**config.mk**
```make
export PLATFORM = sky130hd
export DESIGN_NAME = shared_memory_arbiter_and_reset
export DESIGN_NICKNAME = d
export VERILOG_FILES = /design/src/common/mem_arb_pkg.sv /design/src/shared_memory_arbiter_and_reset.sv
export VERILOG_INCLUDE_DIRS = /design/src /design/src/common
export SDC_FILE = /design/constraint.sdc
export NUM_CORES = 1
export LEC_CHECK = 0
export BUFFER_PORTS_ARGS = -buffer_cell sky130_fd_sc_hd__buf_2
export CELL_PAD_IN_SITES_DETAIL_PLACEMENT = 1
export CELL_PAD_IN_SITES_GLOBAL_PLACEMENT = 1
export CORE_MARGIN = 2
export CORE_UTILIZATION = 40
export CTS_CLUSTER_SIZE = 14
export DETAILED_ROUTE_END_ITERATION = 6
export PLACE_DENSITY = 0.85
export SLEW_MARGIN = 20
export SYNTH_ARGS = -nofsm -noshare
export SYNTH_HDL_FRONTEND = slang
export SYNTH_SLANG_ARGS = --single-unit
```
**constraint.sdc**
```tcl
create_clock -name mclk -period 2.7 [get_ports mclk]
set_input_delay 0.135 -clock mclk [delete_from_list [all_inputs] [get_ports mclk]]
set_output_delay 0.135 -clock mclk [all_outputs]
set_load 0.02 [all_outputs]
```
**src/common/mem_arb_params.svh**
```systemverilog
`ifndef MEM_ARB_PARAMS_SVH
`define MEM_ARB_PARAMS_SVH

// Grant and reset timing: clock counts, a counter load value and periods in ns.
`define CLK_PERIOD_NS      50
`define DRAIN_CLOCKS       5
`define DRAIN_LOAD         3'h3
`define HW_RESET_TX_CLOCKS 10
`define TX_CLK_PERIOD_NS   100

// Values loaded by a hardware reset; CMD_SOFT_TIMER is loaded by a software reset while the timer-run bit is set.
`define CMD_HW_RESET       16'h0094
`define CMD_SOFT_TIMER     16'h00a4
`define IMR_RESET          16'h0000
`define ISR_RESET          16'h0000
`define TCR_RESET          16'h0101
`define END_BUFFER_WORD_COUNT_RESET         16'h02f8
`define SEQ_RESET          16'h0000
`define CAM_EN_RESET       16'h0000

// Field positions.
`define CMD_SOFT_RST_BIT   7
`define CMD_TIMER_RUN_BIT  5
`define RCR_BCAST_BIT      13
`define RCR_LOOP_HI_BIT    10
`define RCR_LOOP_LO_BIT    9
`define DCR_RETRY_BIT      15
`define DCR_EXT_BUS_BIT    13
`define DATA_CONFIG_REG_SECOND_CLR_MSB       4

`endif

```
**src/common/mem_arb_pkg.sv**
```systemverilog
`default_nettype none

package mem_arb_pkg;

  typedef enum logic [3:0] {
    ST_IDLE  = 4'b0001,
    ST_DRAIN = 4'b0010,
    ST_MEM   = 4'b0100,
    ST_REG   = 4'b1000
  } arb_state_t;

  typedef enum logic [3:0] {
    SEL_CMD, SEL_IMR, SEL_ISR, SEL_TCR, SEL_RCR,
    SEL_END_BUFFER_WORD_COUNT, SEL_SEQ, SEL_CAM_EN, SEL_DCR, SEL_DATA_CONFIG_REG_SECOND
  } reg_sel_t;

endpackage

`default_nettype wire

```
**src/shared_memory_arbiter_and_reset.sv**
```systemverilog
// Behaviour
// Host claims memory by asserting request, holds it, releases by deasserting it.
// Device grants memory with acknowledge; host then uses memory until it withdraws.
// Request passes through a two-stage synchroniser before use.
// Acknowledge one clock after sampling when idle, five when mastering the bus.
// Each master wait state adds one clock to the five-clock grant delay.
// Acknowledge drops within one clock of request release; master work resumes.
// Memory acknowledge stays asserted continuously until the request is withdrawn.
// Chip select follows same grant, enters slave cycle, needs active address strobe.
// Chip-select acknowledge holds only while the address strobe stays active.
// Host never asserts chip select and request together; two clocks apart.
// Two resets exist: hardware pin and software command bit, with different effects.
// Hardware reset held at least ten transmit or bus clocks, whichever longer.
// Hardware reset disables rx/tx, halts timer, masks and clears interrupts.
// Hardware reset leaves transmit control at 0101h.
// Hardware reset loads end-buffer count 02F8h and clears sequence counters.
// Hardware reset clears table enables, loopback and broadcast bits only.
// Hardware reset clears first config bits 15,13 and second config bits 4..0.
// Those cleared bits select the documented default bus and compare behaviour.
// Command reads 0094h after hardware reset, 0094h or 00A4h after software.
// Software reset stops DMA and interrupts, leaving registers accessible.
// During hardware reset acknowledge stays off, request and chip select ignored.
`timescale 1ns/1ns
`default_nettype none
`include "mem_arb_params.svh"

module shared_memory_arbiter_and_reset (
  input  wire logic                    mclk,
  input  wire logic                    sys_rst,
  input  wire logic                    shared_mem_request_n,
  input  wire logic                    chip_select_n,
  input  wire logic                    slave_addr_strobe_n,
  input  wire logic                    bus_style_select,
  input  wire logic                    dma_active,
  input  wire logic                    dma_wait,
  output logic                         dma_pause,
  output logic                         dma_halt,
  output logic                         irq_enable,
  output logic                         slave_cycle,
  output logic                         slave_mem_ack_n,
  input  wire logic                    soft_reset_set,
  input  wire logic                    reg_wr_en,
  input  wire mem_arb_pkg::reg_sel_t   reg_wr_sel,
  input  wire logic [15:0]             reg_wr_data,
  input  wire logic [15:0]             isr_event,
  output logic [15:0]                  cmd_reg,
  output logic [15:0]                  imr_reg,
  output logic [15:0]                  isr_reg,
  output logic [15:0]                  tcr_reg,
  output logic [15:0]                  rcr_reg,
  output logic [15:0]                  end_buffer_word_count_reg,
  output logic [15:0]                  seq_reg,
  output logic [15:0]                  cam_en_reg,
  output logic [15:0]                  dcr_reg,
  output logic [15:0]                  data_config_reg_second_reg
);
  import mem_arb_pkg::*;

  // Strobe polarity differs between the two bus styles.
  function automatic logic strobe_active(input logic sas_n, input logic style);
    strobe_active = style ? !sas_n : sas_n;
  endfunction

  function automatic logic wr_hit(input logic en, input reg_sel_t sel, input reg_sel_t me);
    wr_hit = en && (sel == me);
  endfunction

  // ----------------------------------------------------------------
  // Request synchronisers
  // ----------------------------------------------------------------
  logic       req_meta_reg;
  logic       req_s2_reg;
  logic       cs_meta_reg;
  logic       cs_s2_reg;
  logic       strobe_act;

  always_ff @(posedge mclk) begin
    if (sys_rst) begin
      req_meta_reg <= 1'b0;
      req_s2_reg   <= 1'b0;
      cs_meta_reg  <= 1'b0;
      cs_s2_reg    <= 1'b0;
    end else begin
      req_meta_reg <= !shared_mem_request_n;
      req_s2_reg   <= req_meta_reg;
      cs_meta_reg  <= !chip_select_n;
      cs_s2_reg    <= cs_meta_reg;
    end
  end

  assign strobe_act = strobe_active(slave_addr_strobe_n, bus_style_select);

  // ----------------------------------------------------------------
  // Arbiter state machine
  // ----------------------------------------------------------------
  arb_state_t state_reg;
  arb_state_t state_next;
  logic [2:0] drain_cnt_reg;
  logic       drain_to_reg_reg;
  logic       ack_reg;
  logic       ack_next;

  always_comb begin
    state_next = state_reg;
    case (state_reg)
      ST_IDLE: begin
        if (req_s2_reg || (cs_s2_reg && strobe_act)) begin
          state_next = dma_active ? ST_DRAIN : (req_s2_reg ? ST_MEM : ST_REG);
        end
      end
      ST_DRAIN: begin
        if (!req_s2_reg && !cs_s2_reg) begin
          state_next = ST_IDLE;
        end else if (!dma_wait && drain_cnt_reg == 3'h0) begin
          state_next = drain_to_reg_reg ? ST_REG : ST_MEM;
        end
      end
      ST_MEM: begin
        if (!req_s2_reg) begin
          state_next = ST_IDLE;
        end
      end
      ST_REG: begin
        if (!cs_s2_reg) begin
          state_next = ST_IDLE;
        end
      end
      default: state_next = ST_IDLE;
    endcase
  end

  // Memory grant holds while requested; register grant follows the strobe.
  assign ack_next = (state_next == ST_MEM) ||
                    (state_next == ST_REG && cs_s2_reg && strobe_act);

  always_ff @(posedge mclk) begin
    if (sys_rst) begin
      state_reg <= ST_IDLE;
      ack_reg   <= 1'b0;
    end else begin
      state_reg <= state_next;
      ack_reg   <= ack_next;
    end
  end

  always_ff @(posedge mclk) begin
    if (sys_rst) begin
      drain_cnt_reg    <= 3'h0;
      drain_to_reg_reg <= 1'b0;
    end else if (state_reg == ST_IDLE) begin
      drain_cnt_reg    <= `DRAIN_LOAD;
      drain_to_reg_reg <= !req_s2_reg;
    end else if (state_reg == ST_DRAIN && !dma_wait && drain_cnt_reg != 3'h0) begin
      drain_cnt_reg    <= drain_cnt_reg - 3'h1;
    end
  end

  assign slave_mem_ack_n = !ack_reg;
  assign slave_cycle     = (state_reg == ST_REG);
  // Master work stays suspended until the grant is released.
  assign dma_pause       = (state_reg != ST_IDLE) && (state_reg != ST_DRAIN);

  // ----------------------------------------------------------------
  // Command register and software reset
  // ----------------------------------------------------------------
  always_ff @(posedge mclk) begin
    if (sys_rst) begin
      cmd_reg <= `CMD_HW_RESET;
    end else if (soft_reset_set) begin
      cmd_reg <= cmd_reg[`CMD_TIMER_RUN_BIT] ? `CMD_SOFT_TIMER : `CMD_HW_RESET;
    end else if (wr_hit(reg_wr_en, reg_wr_sel, SEL_CMD)) begin
      cmd_reg <= reg_wr_data;
    end
  end

  assign dma_halt   = cmd_reg[`CMD_SOFT_RST_BIT];
  assign irq_enable = !cmd_reg[`CMD_SOFT_RST_BIT];

  // ----------------------------------------------------------------
  // Interrupt, transmit and buffer registers
  // ----------------------------------------------------------------
  always_ff @(posedge mclk) begin
    if (sys_rst) begin
      imr_reg <= `IMR_RESET;
    end else if (wr_hit(reg_wr_en, reg_wr_sel, SEL_IMR)) begin
      imr_reg <= reg_wr_data;
    end
  end

  // Status bits clear on a written one; a new event wins over the clear unless dma_halt is set, when events are dropped.
  always_ff @(posedge mclk) begin
    if (sys_rst) begin
      isr_reg <= `ISR_RESET;
    end else if (wr_hit(reg_wr_en, reg_wr_sel, SEL_ISR)) begin
      isr_reg <= (isr_reg & ~reg_wr_data) | (dma_halt ? 16'h0000 : isr_event);
    end else if (!dma_halt) begin
      isr_reg <= isr_reg | isr_event;
    end
  end

  always_ff @(posedge mclk) begin
    if (sys_rst) begin
      tcr_reg <= `TCR_RESET;
    end else if (wr_hit(reg_wr_en, reg_wr_sel, SEL_TCR)) begin
      tcr_reg <= reg_wr_data;
    end
  end

  always_ff @(posedge mclk) begin
    if (sys_rst) begin
      end_buffer_word_count_reg <= `END_BUFFER_WORD_COUNT_RESET;
    end else if (wr_hit(reg_wr_en, reg_wr_sel, SEL_END_BUFFER_WORD_COUNT)) begin
      end_buffer_word_count_reg <= reg_wr_data;
    end
  end

  always_ff @(posedge mclk) begin
    if (sys_rst) begin
      seq_reg <= `SEQ_RESET;
    end else if (wr_hit(reg_wr_en, reg_wr_sel, SEL_SEQ)) begin
      seq_reg <= reg_wr_data;
    end
  end

  always_ff @(posedge mclk) begin
    if (sys_rst) begin
      cam_en_reg <= `CAM_EN_RESET;
    end else if (wr_hit(reg_wr_en, reg_wr_sel, SEL_CAM_EN)) begin
      cam_en_reg <= reg_wr_data;
    end
  end

  // ----------------------------------------------------------------
  // Partially reset configuration registers
  // ----------------------------------------------------------------
  always_ff @(posedge mclk) begin
    if (sys_rst) begin
      rcr_reg[`RCR_BCAST_BIT]   <= 1'b0;
      rcr_reg[`RCR_LOOP_HI_BIT] <= 1'b0;
      rcr_reg[`RCR_LOOP_LO_BIT] <= 1'b0;
    end else if (wr_hit(reg_wr_en, reg_wr_sel, SEL_RCR)) begin
      rcr_reg <= reg_wr_data;
    end
  end

  always_ff @(posedge mclk) begin
    if (sys_rst) begin
      dcr_reg[`DCR_RETRY_BIT]   <= 1'b0;
      dcr_reg[`DCR_EXT_BUS_BIT] <= 1'b0;
    end else if (wr_hit(reg_wr_en, reg_wr_sel, SEL_DCR)) begin
      dcr_reg <= reg_wr_data;
    end
  end

  always_ff @(posedge mclk) begin
    if (sys_rst) begin
      data_config_reg_second_reg[`DATA_CONFIG_REG_SECOND_CLR_MSB:0] <= 5'h00;
    end else if (wr_hit(reg_wr_en, reg_wr_sel, SEL_DATA_CONFIG_REG_SECOND)) begin
      data_config_reg_second_reg <= reg_wr_data;
    end
  end

  // ----------------------------------------------------------------
  // Checks
  // ----------------------------------------------------------------
  a_ack_reset_off: assert property (@(posedge mclk)
    sys_rst |=> !ack_reg && state_reg == ST_IDLE)
    else $error("acknowledge not cleared by hardware reset");

  a_fast_grant_one: assert property (@(posedge mclk) disable iff (sys_rst)
    (state_reg == ST_IDLE && req_s2_reg && !dma_active) |=> ack_reg)
    else $error("idle grant not one clock after sampled request");

  a_drain_min_five: assert property (@(posedge mclk) disable iff (sys_rst)
    (state_reg == ST_IDLE && req_s2_reg && dma_active) |=> !ack_reg [*4])
    else $error("master grant came before five clocks");

  a_drain_wait_hold: assert property (@(posedge mclk) disable iff (sys_rst)
    (state_reg == ST_DRAIN && dma_wait && (req_s2_reg || cs_s2_reg))
      |=> state_reg == ST_DRAIN && $stable(drain_cnt_reg))
    else $error("wait state did not lengthen grant delay");

  a_mem_ack_hold: assert property (@(posedge mclk) disable iff (sys_rst)
    (ack_reg && state_reg == ST_MEM && req_s2_reg) |=> ack_reg)
    else $error("memory acknowledge dropped while requested");

  a_mem_ack_release: assert property (@(posedge mclk) disable iff (sys_rst)
    (state_reg == ST_MEM && !req_s2_reg) |=> !ack_reg && !dma_pause)
    else $error("acknowledge not released within one clock");

  a_reg_ack_strobe: assert property (@(posedge mclk) disable iff (sys_rst)
    ack_reg && state_reg == ST_REG |-> $past(strobe_act) && $past(cs_s2_reg))
    else $error("register acknowledge without active strobe");

  a_hw_reset_vals: assert property (@(posedge mclk)
    sys_rst |=> cmd_reg == `CMD_HW_RESET && imr_reg == `IMR_RESET &&
      isr_reg == `ISR_RESET && tcr_reg == `TCR_RESET && end_buffer_word_count_reg == `END_BUFFER_WORD_COUNT_RESET)
    else $error("hardware reset register values wrong");

  a_hw_reset_clear: assert property (@(posedge mclk)
    sys_rst |=> seq_reg == `SEQ_RESET && cam_en_reg == `CAM_EN_RESET &&
      !rcr_reg[`RCR_BCAST_BIT] && !dcr_reg[`DCR_RETRY_BIT] && data_config_reg_second_reg[4:0] == 5'h00)
    else $error("hardware reset did not clear fields");

  a_soft_reset_cmd: assert property (@(posedge mclk) disable iff (sys_rst)
    soft_reset_set |=> (cmd_reg == `CMD_HW_RESET || cmd_reg == `CMD_SOFT_TIMER) && dma_halt)
    else $error("software reset command value wrong");

  a_soft_halt_irq: assert property (@(posedge mclk) disable iff (sys_rst)
    dma_halt && !wr_hit(reg_wr_en, reg_wr_sel, SEL_ISR) |=> $stable(isr_reg) || !dma_halt)
    else $error("interrupt status changed while halted");

endmodule // shared_memory_arbiter_and_reset

`default_nettype wire

```
==> results.py, run 1 <==
metrics = {
    "run_status": {
        "status": "completed",
    },
    "synthesis": {
        "syn_avg_cell_area_um2": 9.63,
        "synthArstFlopShare_pct": 0,
        "synth-edff-count": 38,
        "netlist_area_um2": 6270,
        "seq_area_frac_synth_pct": 61.3,
        "ys_warn_count": 0,
        "synth.distinct_cells": 47,
        "syn-num-nets": 699,
        "netlist_instances": 651,
        "ys.flop_type": "dfxtp_1",
        "ys_ff_latch": 173,
    },
    "die": {
        "ios": 211,
        "die_w_um": 129,
        "start_util_pct": 41.1,
        "fp.dieArea_um2": 16700,
        "core_um2": 15300,
        "rows": 45,
        "die_h_um": 129,
    },
    "global_route": {
        "grt_overflow": 0,
        "antenna_found_initial": 0,
        "grt_max_degree": 74,
        "track_usage_pct": 26.0,
        "grt_pass1_wl_um": 32300,
        "grt_pass1_vias": 5711,
    },
    "clock_tree": {
        "tritoncts": "yes",
        "ctsRootBufferMaster": "clkbuf_16",
        "cts_max_path_buffers": 2,
        "htree_levels": 4,
        "clock_sinks": 173,
        "cts_setup_buffers": 0,
        "post_cts_resized": 0,
        "clock_latency_ps": 420,
        "numCtsBuffers": 17,
        "clk_pin_slew_worst_paths_ps": 60,
    },
    "timing": {
        "setup_violations": 0,
        "slew_viol_final": 0,
        "max_slew_margin_pct": 47.7,
        "worstMarginPinSlew_ps": 783,
        "fin_crit_ps": 1820,
        "fin_worst_skew_ps": 9.45,
        "hold_violations": 0,
        "period_share_pct": 67.4,
        "finalSetupTns_ps": 0,
        "rsz0062_at_grt": "false",
        "worst_hold_slack_ps": 7.98,
        "fmax_mhz": 550,
    },
    "final_layout": {
        "area.sequential_um2": 3840,
        "synthToLayoutAreaGrowth_pct": 30.8,
        "n_antenna_cell": 0,
        "final_nets": 908,
        "drive_gt1_share_pct": 29.6,
        "multi_input_area_um2": 2190,
        "fillers": 1789,
        "fin_cells": 1084,
    },
    "setup_path": {
        "crit_path_end_kind": "flip-flop",
        "startpoint_type": "flip-flop",
        "reg2reg_setup_slack_ps": 880,
        "critPathMaxFanout": 8,
        "critical_path_class": "reg -> reg",
        "critPathRequiredTime_ps": 3000,
        "cp_data_arrival_time_ps": 2120,
    },
    "drt": {
        "wl_per_cell_um": 19.9,
        "routed_wl_um": 21600,
        "route.detailed.drc": 0,
        "ant_nets": 0,
        "via_per_inst": 5.16,
        "vias": 5589,
        "firstDrtPassIters": 4,
        "drt_iter0_markers": 368,
    },
    "pwr": {
        "internal_power_uw": 4160,
        "p_switching_uw": 1260,
        "seq_power_share_pct": 49.9,
        "p_leak_uw": 0.00342,
        "p_comb_share_pct": 6.6,
        "irDropWorstVdd_mv": 0.428,
        "power.density_nw_per_um2": 662,
        "p_clk_share_pct": 43.5,
        "p_sw_share_pct": 23.2,
    },
    "job": {
        "drv_cap": 0,
    },
    "place": {
        "globalplace.congestion": 0.757,
        "numPortBuffers": 210,
        "dp_hpwl_um": 14100,
        "dp.cells": 1034,
    },
    "hold_path": {
        "hp-class": "in -> reg",
    },
}
==> Yosys cell counts, types with 4 or more instances <==
cell      number  area share (%)
a21oi_1       75             6.0
a22oi_1       17             2.0
and2_1         4            0.40
buf_2         10            0.80
clkbuf_1      34             2.0
dfxtp_1      135              43
edfxtp_1      38              18
inv_1          4            0.24
mux2i_1       24             3.8
nand2_1      184              11
nand3_1        7            0.56
nand3b_1       9             1.1
nor2_1        55             3.3
nor2b_1        9            0.90
o21ai_0        4            0.32
==> placed cells by master, fill, tap and decap left out, types with 4 or more instances in the layout <==
| cell | netlist | layout |
|---|---|---|
| nand2_1 | 184 | 184 |
| buf_2 | 10 | 209 |
| mux2i_1 | 24 | 24 |
| dlygate4sd3_1 | 0 | 18 |
| clkbuf_16 | 0 | 19 |
| edfxtp_1 | 38 | 38 |
| o21ai_0 | 4 | 4 |
| a22oi_1 | 17 | 17 |
| nand3_1 | 7 | 7 |
| inv_1 | 4 | 4 |
| nand3b_1 | 9 | 9 |
| dfxtp_1 | 135 | 135 |
| nor2_1 | 55 | 54 |
| and2_1 | 4 | 4 |
| buf_4 | 1 | 11 |
| a21oi_1 | 75 | 75 |
| nor2b_1 | 9 | 9 |
==> metal layers <==
metal	GRT usage, %	vias up	share of wire (%)
li1	-	2583	-
met1	30.5	2767	40
met2	45.4	208	50
met3	7.31	31	7.2
met4	9.21	0	2.1
met5	0	-	0
==> timing repair <==
action / CTS / global route
hold buffers: 18 / 0
setup endpoints to repair: 0 / 0
endpoints found under the hold margin: 18 / 0
==> worst max-delay path: stages, from the launching register on <==
cell      delay (ps)
dfxtp_1          530
nor4b_2          430
nand2b_1         120
or3_1            380
a22oi_1          200
nor3_2            50
==> through the flow <==
step / cell area, µm² / total power, µW / util, % / worst slack (ps)
CTS: 8200 / 5460 / 53.7 / 871
global placement: 7440 / 3080 / 48.8 / 941
global route: 8200 / 5620 / 53.7 / 718
floorplan: 6270 / 2940 / - / 904
finish: 8200 / 5420 / 53.7 / 880
detailed placement: 7440 / 3100 / 48.8 / 880
==> final timing paths <==
| kind | from | endpoint | cells past startpoint |
|---|---|---|---|
| max | state_reg[1]$_SDFF_PP0_ | ack_reg$_SDFF_PP0_ | 5 |
| min | isr_event[3] | isr_reg[3]$_SDFFE_PP0P_ | 3 |
| max reg2reg | state_reg[1]$_SDFF_PP0_ | ack_reg$_SDFF_PP0_ | 5 |
| min reg2reg | req_meta_reg$_SDFF_PP0_ | req_s2_reg$_SDFF_PP0_ | 1 |
==> area by class of cell <==
class / count / share of cell area [%]
Clock buffer: 25 / 6.44
Multi-Input combinational cell: 425 / 26.7
Clock inverter: 7 / 0.595
Timing Repair Buffer: 238 / 16.0
Tap cell: 211 / 3.22
Inverter: 5 / 0.229
Sequential cell: 173 / 46.9
==> kinds of logic (layout without fill, tap and decap cells) <==
family,after synthesis,count (layout),synth area share (%)
buffers and inverters,53,275,3.93
AND/OR/NAND/NOR,288,288,20.2
XOR/XNOR,4,4,0.559
adder cells (fa/ha/maj),2,2,0.399
multiplexers,25,25,4.01
flip-flops,173,173,61.3
AO/OA/AOI/OAI,106,106,9.56
==> power by group through the flow <==
stage | Sequential [µW] | Clock, µW | Combinational (µW)
finish | 2710 | 2360 | 356
global route | 2710 | 2530 | 381
global placement | 2760 | 0 | 324
floorplan | 2790 | 0 | 147
CTS | 2710 | 2400 | 354
detailed placement | 2760 | 0 | 331
Power figures use the tool's default switching activity.
==> run 2: changes to the inputs <==
--- a/config.mk
+++ b/config.mk
@@ -10,10 +10,10 @@
 export CELL_PAD_IN_SITES_DETAIL_PLACEMENT = 1
 export CELL_PAD_IN_SITES_GLOBAL_PLACEMENT = 1
 export CORE_MARGIN = 2
-export CORE_UTILIZATION = 40
+export CORE_UTILIZATION = 33
 export CTS_CLUSTER_SIZE = 14
 export DETAILED_ROUTE_END_ITERATION = 6
-export PLACE_DENSITY = 0.85
+export PLACE_DENSITY = 0.75
 export SLEW_MARGIN = 20
 export SYNTH_ARGS = -nofsm -noshare
 export SYNTH_HDL_FRONTEND = slang
==> constraint.sdc (replaced) <==
create_clock -name mclk -period 1.5 [get_ports mclk]
set_input_delay 0.075 -clock mclk [delete_from_list [all_inputs] [get_ports mclk]]
set_output_delay 0.075 -clock mclk [all_outputs]
set_load 0.02 [all_outputs]
==> run 2 against run 1 <==
The flow now finishes with violations (setup timing); clock skew fell by 3.8 ps; largest power group unchanged; combinational power rose by 110%; total power rose by 81%; via count fell by 0.59%; worst setup slack got worse by 920 ps; worst hold slack improved by 29 ps.
==> results.py, run 2 (synthesis results as in run 1) <==
metrics = {
    "run_status": {
        "status": "complete, but fails checks",
        "violations": "setup timing",
    },
    "clock_tree": {
        "clock_sinks": 173,
        "cts_max_path_buffers": 2,
        "htree_levels": 4,
        "tritoncts": "yes",
        "ctsRootBufferMaster": "clkbuf_16",
        "numCtsBuffers": 17,
        "clk_pin_slew_worst_paths_ps": 70,
        "clock_latency_ps": 420,
    },
    "global_route": {
        "grt_pass1_vias": 5664,
        "track_usage_pct": 21.7,
        "antenna_found_initial": 0,
        "grt_overflow": 0,
        "grt_max_degree": 35,
        "grt_pass1_wl_um": 32600,
    },
    "timing": {
        "period_share_pct": 103,
        "layout_setup_ws_ps": -41.4,
        "rsz0062_at_grt": "true",
        "setup_violations": 2,
        "max_slew_margin_pct": 64.5,
        "slew_viol_final": 0,
        "fin_crit_ps": 1540,
        "hold_violations": 0,
        "worstMarginPinSlew_ps": 531,
        "fmax_mhz": 649,
        "fin_worst_skew_ps": 5.64,
    },
    "die": {
        "die_w_um": 142,
        "rows": 50,
        "ios": 211,
        "core_um2": 18600,
        "start_util_pct": 33.6,
        "die_h_um": 142,
        "fp.dieArea_um2": 20100,
    },
    "setup_path": {
        "critPathRequiredTime_ps": 1810,
        "startpoint_type": "flip-flop",
        "cp_data_arrival_time_ps": 1860,
        "crit_path_end_kind": "flip-flop",
        "critPathMaxFanout": 3,
        "critical_path_class": "reg -> reg",
    },
    "pwr": {
        "p_leak_uw": 0.00363,
        "irDropWorstVdd_mv": 0.769,
        "power.density_nw_per_um2": 1130,
    },
    "place": {
        "dp.cells": 1088,
        "globalplace.congestion": 0.815,
        "dp_hpwl_um": 14600,
        "numPortBuffers": 210,
    },
    "final_layout": {
        "synthToLayoutAreaGrowth_pct": 38.6,
        "post-route-util_pct": 46.6,
        "multi_input_area_um2": 2250,
        "layout_commonest_cell": "buf_2",
        "fin_cells": 1148,
        "final_nets": 949,
        "n_antenna_cell": 0,
        "mostFrequentLayoutCells": "buf_2 (207), nand2_1 (183), dfxtp_1 (130)",
        "fillers": 2168,
        "drive_gt1_share_pct": 33.6,
        "area.sequential_um2": 3850,
    },
    "drt": {
        "via_per_inst": 4.84,
        "firstDrtPassIters": 4,
        "met3_length_um": 1420,
        "wl_per_cell_um": 18.9,
        "met2_length_um": 10800,
        "dr.max_layer_used": "met4",
        "vias": 5556,
        "ant_nets": 0,
        "wl_met1_um": 9350,
        "route.detailed.drc": 0,
        "drt_iter0_markers": 230,
        "routed_wl_um": 21700,
    },
    "job": {
        "drv_cap": 0,
    },
    "hold_path": {
        "hp-class": "in -> reg",
    },
}
[run 2: changes by cell type in the layout (fill, tap and decap cells not counted), sizes merged]
cell | previous run | this run
buf | 220 | 259
clkinv | 6 | 3
clkinvlp | 0 | 2
inv | 6 | 4
clkbuf | 25 | 28
dlygate4sd3 | 18 | 20
[run 2: what timing repair did]
action | CTS | global route
setup endpoints to repair | 5 | 11
setup buffers | 4 | 4
resized for setup | 9 | 11
hold buffers | 20 | 0
endpoints found under the hold margin | 23 | 0
pin swaps | 1 | 6
[run 2: power by group]
| part | switching [µW] | total [µW] | internal [µW] |
|---|---|---|---|
| sequential | 38.5 | 4860 | 4820 |
| combinational | 468 | 754 | 286 |
| clock | 1800 | 4200 | 2410 |
[run 2: layer usage]
layer	vias to the layer above	GRT usage (%)
met4	0	4.95
met2	156	37.6
met3	14	6.65
met1	2720	26.7
met5	-	0
li1	2666	-
[run 2: critical path, stage by stage, from the launching register on]
cell and delay, ps:
dfxtp_2 340, nor4b_4 320, nand2b_1 110, or3_1 400, a22oi_2 200, nor3_2 70
[run 2: stage by stage]
step | hold WS, ps | setup TNS [ps] | setup slack, ps | instance area [µm²] | total power [µW]
after floorplan | 142 | -154 | -91.3 | 6300 | 5290
after global placement | 243 | -72.0 | -72.0 | 7810 | 5630
after detailed placement | 241 | -155 | -135 | 7810 | 5650
after CTS | 18.7 | -217 | -81.6 | 8630 | 9910
after global routing | 34.8 | -393 | -99.5 | 8690 | 10200
final | 37.0 | -61.6 | -41.4 | 8690 | 9820
[run 2: path summary, 6_finish.rpt]
check	from	end	cells after the start	slack, ps
max	state_reg[0]$_SDFF_PP1_	ack_reg$_SDFF_PP0_	5	-40
min	reg_wr_data[15]	cam_en_reg[15]$_SDFFE_PP0P_	3	40
max reg2reg	state_reg[0]$_SDFF_PP1_	ack_reg$_SDFF_PP0_	5	-40
min reg2reg	cs_meta_reg$_SDFF_PP0_	cs_s2_reg$_SDFF_PP0_	1	440
[run 2: area by class of cell]
class                   count  area share, %
multi-input cells         425           25.9
inverters                   5          0.216
clock buffers              28           6.09
flip-flops and latches    173           44.4
repair buffers            279           19.8
well taps                 234           3.37
clock inverters             4          0.288
==> run 3: changes to the inputs <==
--- a/config.mk
+++ b/config.mk
@@ -18,3 +18,4 @@
 export SYNTH_ARGS = -nofsm -noshare
 export SYNTH_HDL_FRONTEND = slang
 export SYNTH_SLANG_ARGS = --single-unit
+export TNS_END_PERCENT = 30
==> constraint.sdc (replaced) <==
create_clock -name mclk -period 1.5 [get_ports mclk]
set_input_delay 0.15 -clock mclk [delete_from_list [all_inputs] [get_ports mclk]]
set_output_delay 0.15 -clock mclk [all_outputs]
set_load 0.02 [all_outputs]
==> run 3 against run 2 <==
The flow still finishes with violations (setup timing); die area did not move; non-clock buffer count down 8; first-iteration DRC count shrank 6.5%; clock power increased by 6.0%; worst setup slack lost 70 ps; clock skew increased by 1.8 ps; total power rose by 2.4%; routed wire length is 2.7% lower; final cell count down 0.70%; final area about the same; worst hold slack worse by 7.5 ps; global-route usage decreased by 0.54 points; critical endpoint is now dma_pause; largest power group unchanged.
==> results.py, run 3 (synthesis results as in run 1) <==
metrics = {
    "run_status": {
        "status": "complete, but fails checks",
        "violations": "setup timing",
    },
    "timing": {
        "hold_violations": 0,
        "fin_worst_skew_ps": 7.48,
        "period_share_pct": 107,
        "setup_violations": 7,
        "slew_viol_final": 0,
        "worstMarginPinSlew_ps": 552,
        "fmax_mhz": 621,
        "max_slew_margin_pct": 63.1,
        "fin_crit_ps": 1610,
        "rsz0062_at_grt": "true",
        "layout_setup_ws_ps": -111,
        "finalSetupTns_ps": -393,
    },
    "place": {
        "numPortBuffers": 210,
        "dp_hpwl_um": 14300,
        "globalplace.congestion": 0.790,
        "dp.cells": 1086,
        "place_ws_ps": -93.8,
    },
    "setup_path": {
        "startpoint_type": "flip-flop",
        "critical_path_class": "reg -> out",
        "crit_path_end_kind": "primary output",
        "cp_data_arrival_time_ps": 1460,
        "path_cells": "nor4b_4, buf_4, nor2_4, buf_6",
        "critPathTopFamily": "flip-flops",
        "cpPeakStageDelay_ps": 360,
        "critPathBufInv": 2,
        "r2r_cells": 6,
        "critPathRequiredTime_ps": 1350,
        "crit_cells": 4,
        "slowest_stage": "dfxtp_4",
        "critPathMaxFanout": 3,
    },
    "global_route": {
        "track_usage_pct": 21.2,
        "grt_pass1_wl_um": 32100,
        "grt_overflow": 0,
        "grt_max_degree": 35,
        "antenna_found_initial": 0,
        "grt_pass1_vias": 5536,
    },
    "clock_tree": {
        "clock_sinks": 173,
        "ctsRootBufferMaster": "clkbuf_16",
        "htree_levels": 4,
        "clock_latency_ps": 420,
        "cts_max_path_buffers": 2,
        "numCtsBuffers": 17,
        "clk_pin_slew_worst_paths_ps": 60,
        "tritoncts": "yes",
    },
    "pwr": {
        "p_switching_uw": 2330,
        "p_sw_share_pct": 23.2,
        "p_comb_share_pct": 7.3,
        "seq_power_share_pct": 48.4,
        "irDropWorstVdd_mv": 0.785,
        "p_leak_uw": 0.00362,
        "p_clk_share_pct": 44.3,
        "power.density_nw_per_um2": 1160,
        "internal_power_uw": 7720,
        "power.total_uw": 10000,
    },
    "final_layout": {
        "n_antenna_cell": 0,
        "mostFrequentLayoutCells": "buf_2 (207), nand2_1 (183), dfxtp_1 (131)",
        "post-route-util_pct": 46.6,
        "final_nets": 941,
        "drive_gt1_share_pct": 34.0,
        "fillers": 2185,
        "fin_cells": 1140,
        "layout_commonest_cell": "buf_2",
        "synthToLayoutAreaGrowth_pct": 38.6,
    },
    "die": {
        "die_w_um": 142,
        "start_util_pct": 33.6,
        "rows": 50,
        "ios": 211,
        "die_h_um": 142,
        "fp.dieArea_um2": 20100,
        "core_um2": 18600,
    },
    "drt": {
        "vias": 5476,
        "via_per_inst": 4.80,
        "wl_met1_um": 9280,
        "drt_iter0_markers": 215,
        "met3_length_um": 1060,
        "firstDrtPassIters": 4,
        "ant_nets": 0,
        "wl_per_cell_um": 18.5,
        "met2_length_um": 10500,
        "routed_wl_um": 21100,
        "route.detailed.drc": 0,
        "dr.max_layer_used": "met4",
    },
    "hold_path": {
        "holdPathStages": 3,
        "hp-class": "in -> reg",
    },
    "job": {
        "drv_cap": 0,
    },
}
[run 3: final cells by class]
| type | instances | area (µm²) | area share (%) |
|---|---|---|---|
| clock buffers | 24 | 523 | 6.02 |
| clock inverters | 8 | 76.3 | 0.879 |
| multi-input cells | 425 | 2260 | 26.0 |
| well taps | 234 | 293 | 3.37 |
| repair buffers | 271 | 1660 | 19.1 |
| inverters | 5 | 18.8 | 0.216 |
| flip-flops and latches | 173 | 3860 | 44.4 |
[run 3: tightest hold or removal path: stages]
cell and delay, ps:
buf_2 130, nor2_1 70, nand3_1 60
[run 3: power groups by stage]
stage | Clock (µW) | Sequential [µW] | Combinational, µW
6_report | 4450 | 4860 | 736
5_1_grt | 4730 | 4870 | 797
2_1_floorplan | 0 | 5030 | 268
3_3_place_gp | 0 | 4970 | 653
3_5_place_dp | 0 | 4970 | 664
4_1_cts | 4530 | 4860 | 727
[run 3: path summary, 6_finish.rpt]
kind,slack [ps],from,end
max,-110,state_reg[3]$_SDFF_PP0_,dma_pause
min reg2reg,450,cs_meta_reg$_SDFF_PP0_,cs_s2_reg$_SDFF_PP0_
max reg2reg,-90,state_reg[3]$_SDFF_PP0_,ack_reg$_SDFF_PP0_
min,30,soft_reset_set,cmd_reg[2]$_SDFFE_PP1P_
[run 3: repair_timing]
action,4_1_cts,5_1_grt
gates resized for setup,12,12
hold endpoints to repair,18,0
buffers inserted,2,2
hold buffers,18,0
pin swaps,5,6
setup endpoints to repair,4,9
[run 3: metal layers]
layer	GRT usage (%)	vias to the layer above
met2	36.2	146
met3	5.37	15
li1	-	2645
met1	26.7	2670
met4	5.95	0
met5	0	-
[run 3: stage by stage]
step,cell area [µm²],hold slack (ps)
6_report,8690,29.5
5_1_grt,8690,44.0
4_1_cts,8630,23.9
3_5_place_dp,7790,309
3_3_place_gp,7790,307
2_1_floorplan,6300,217
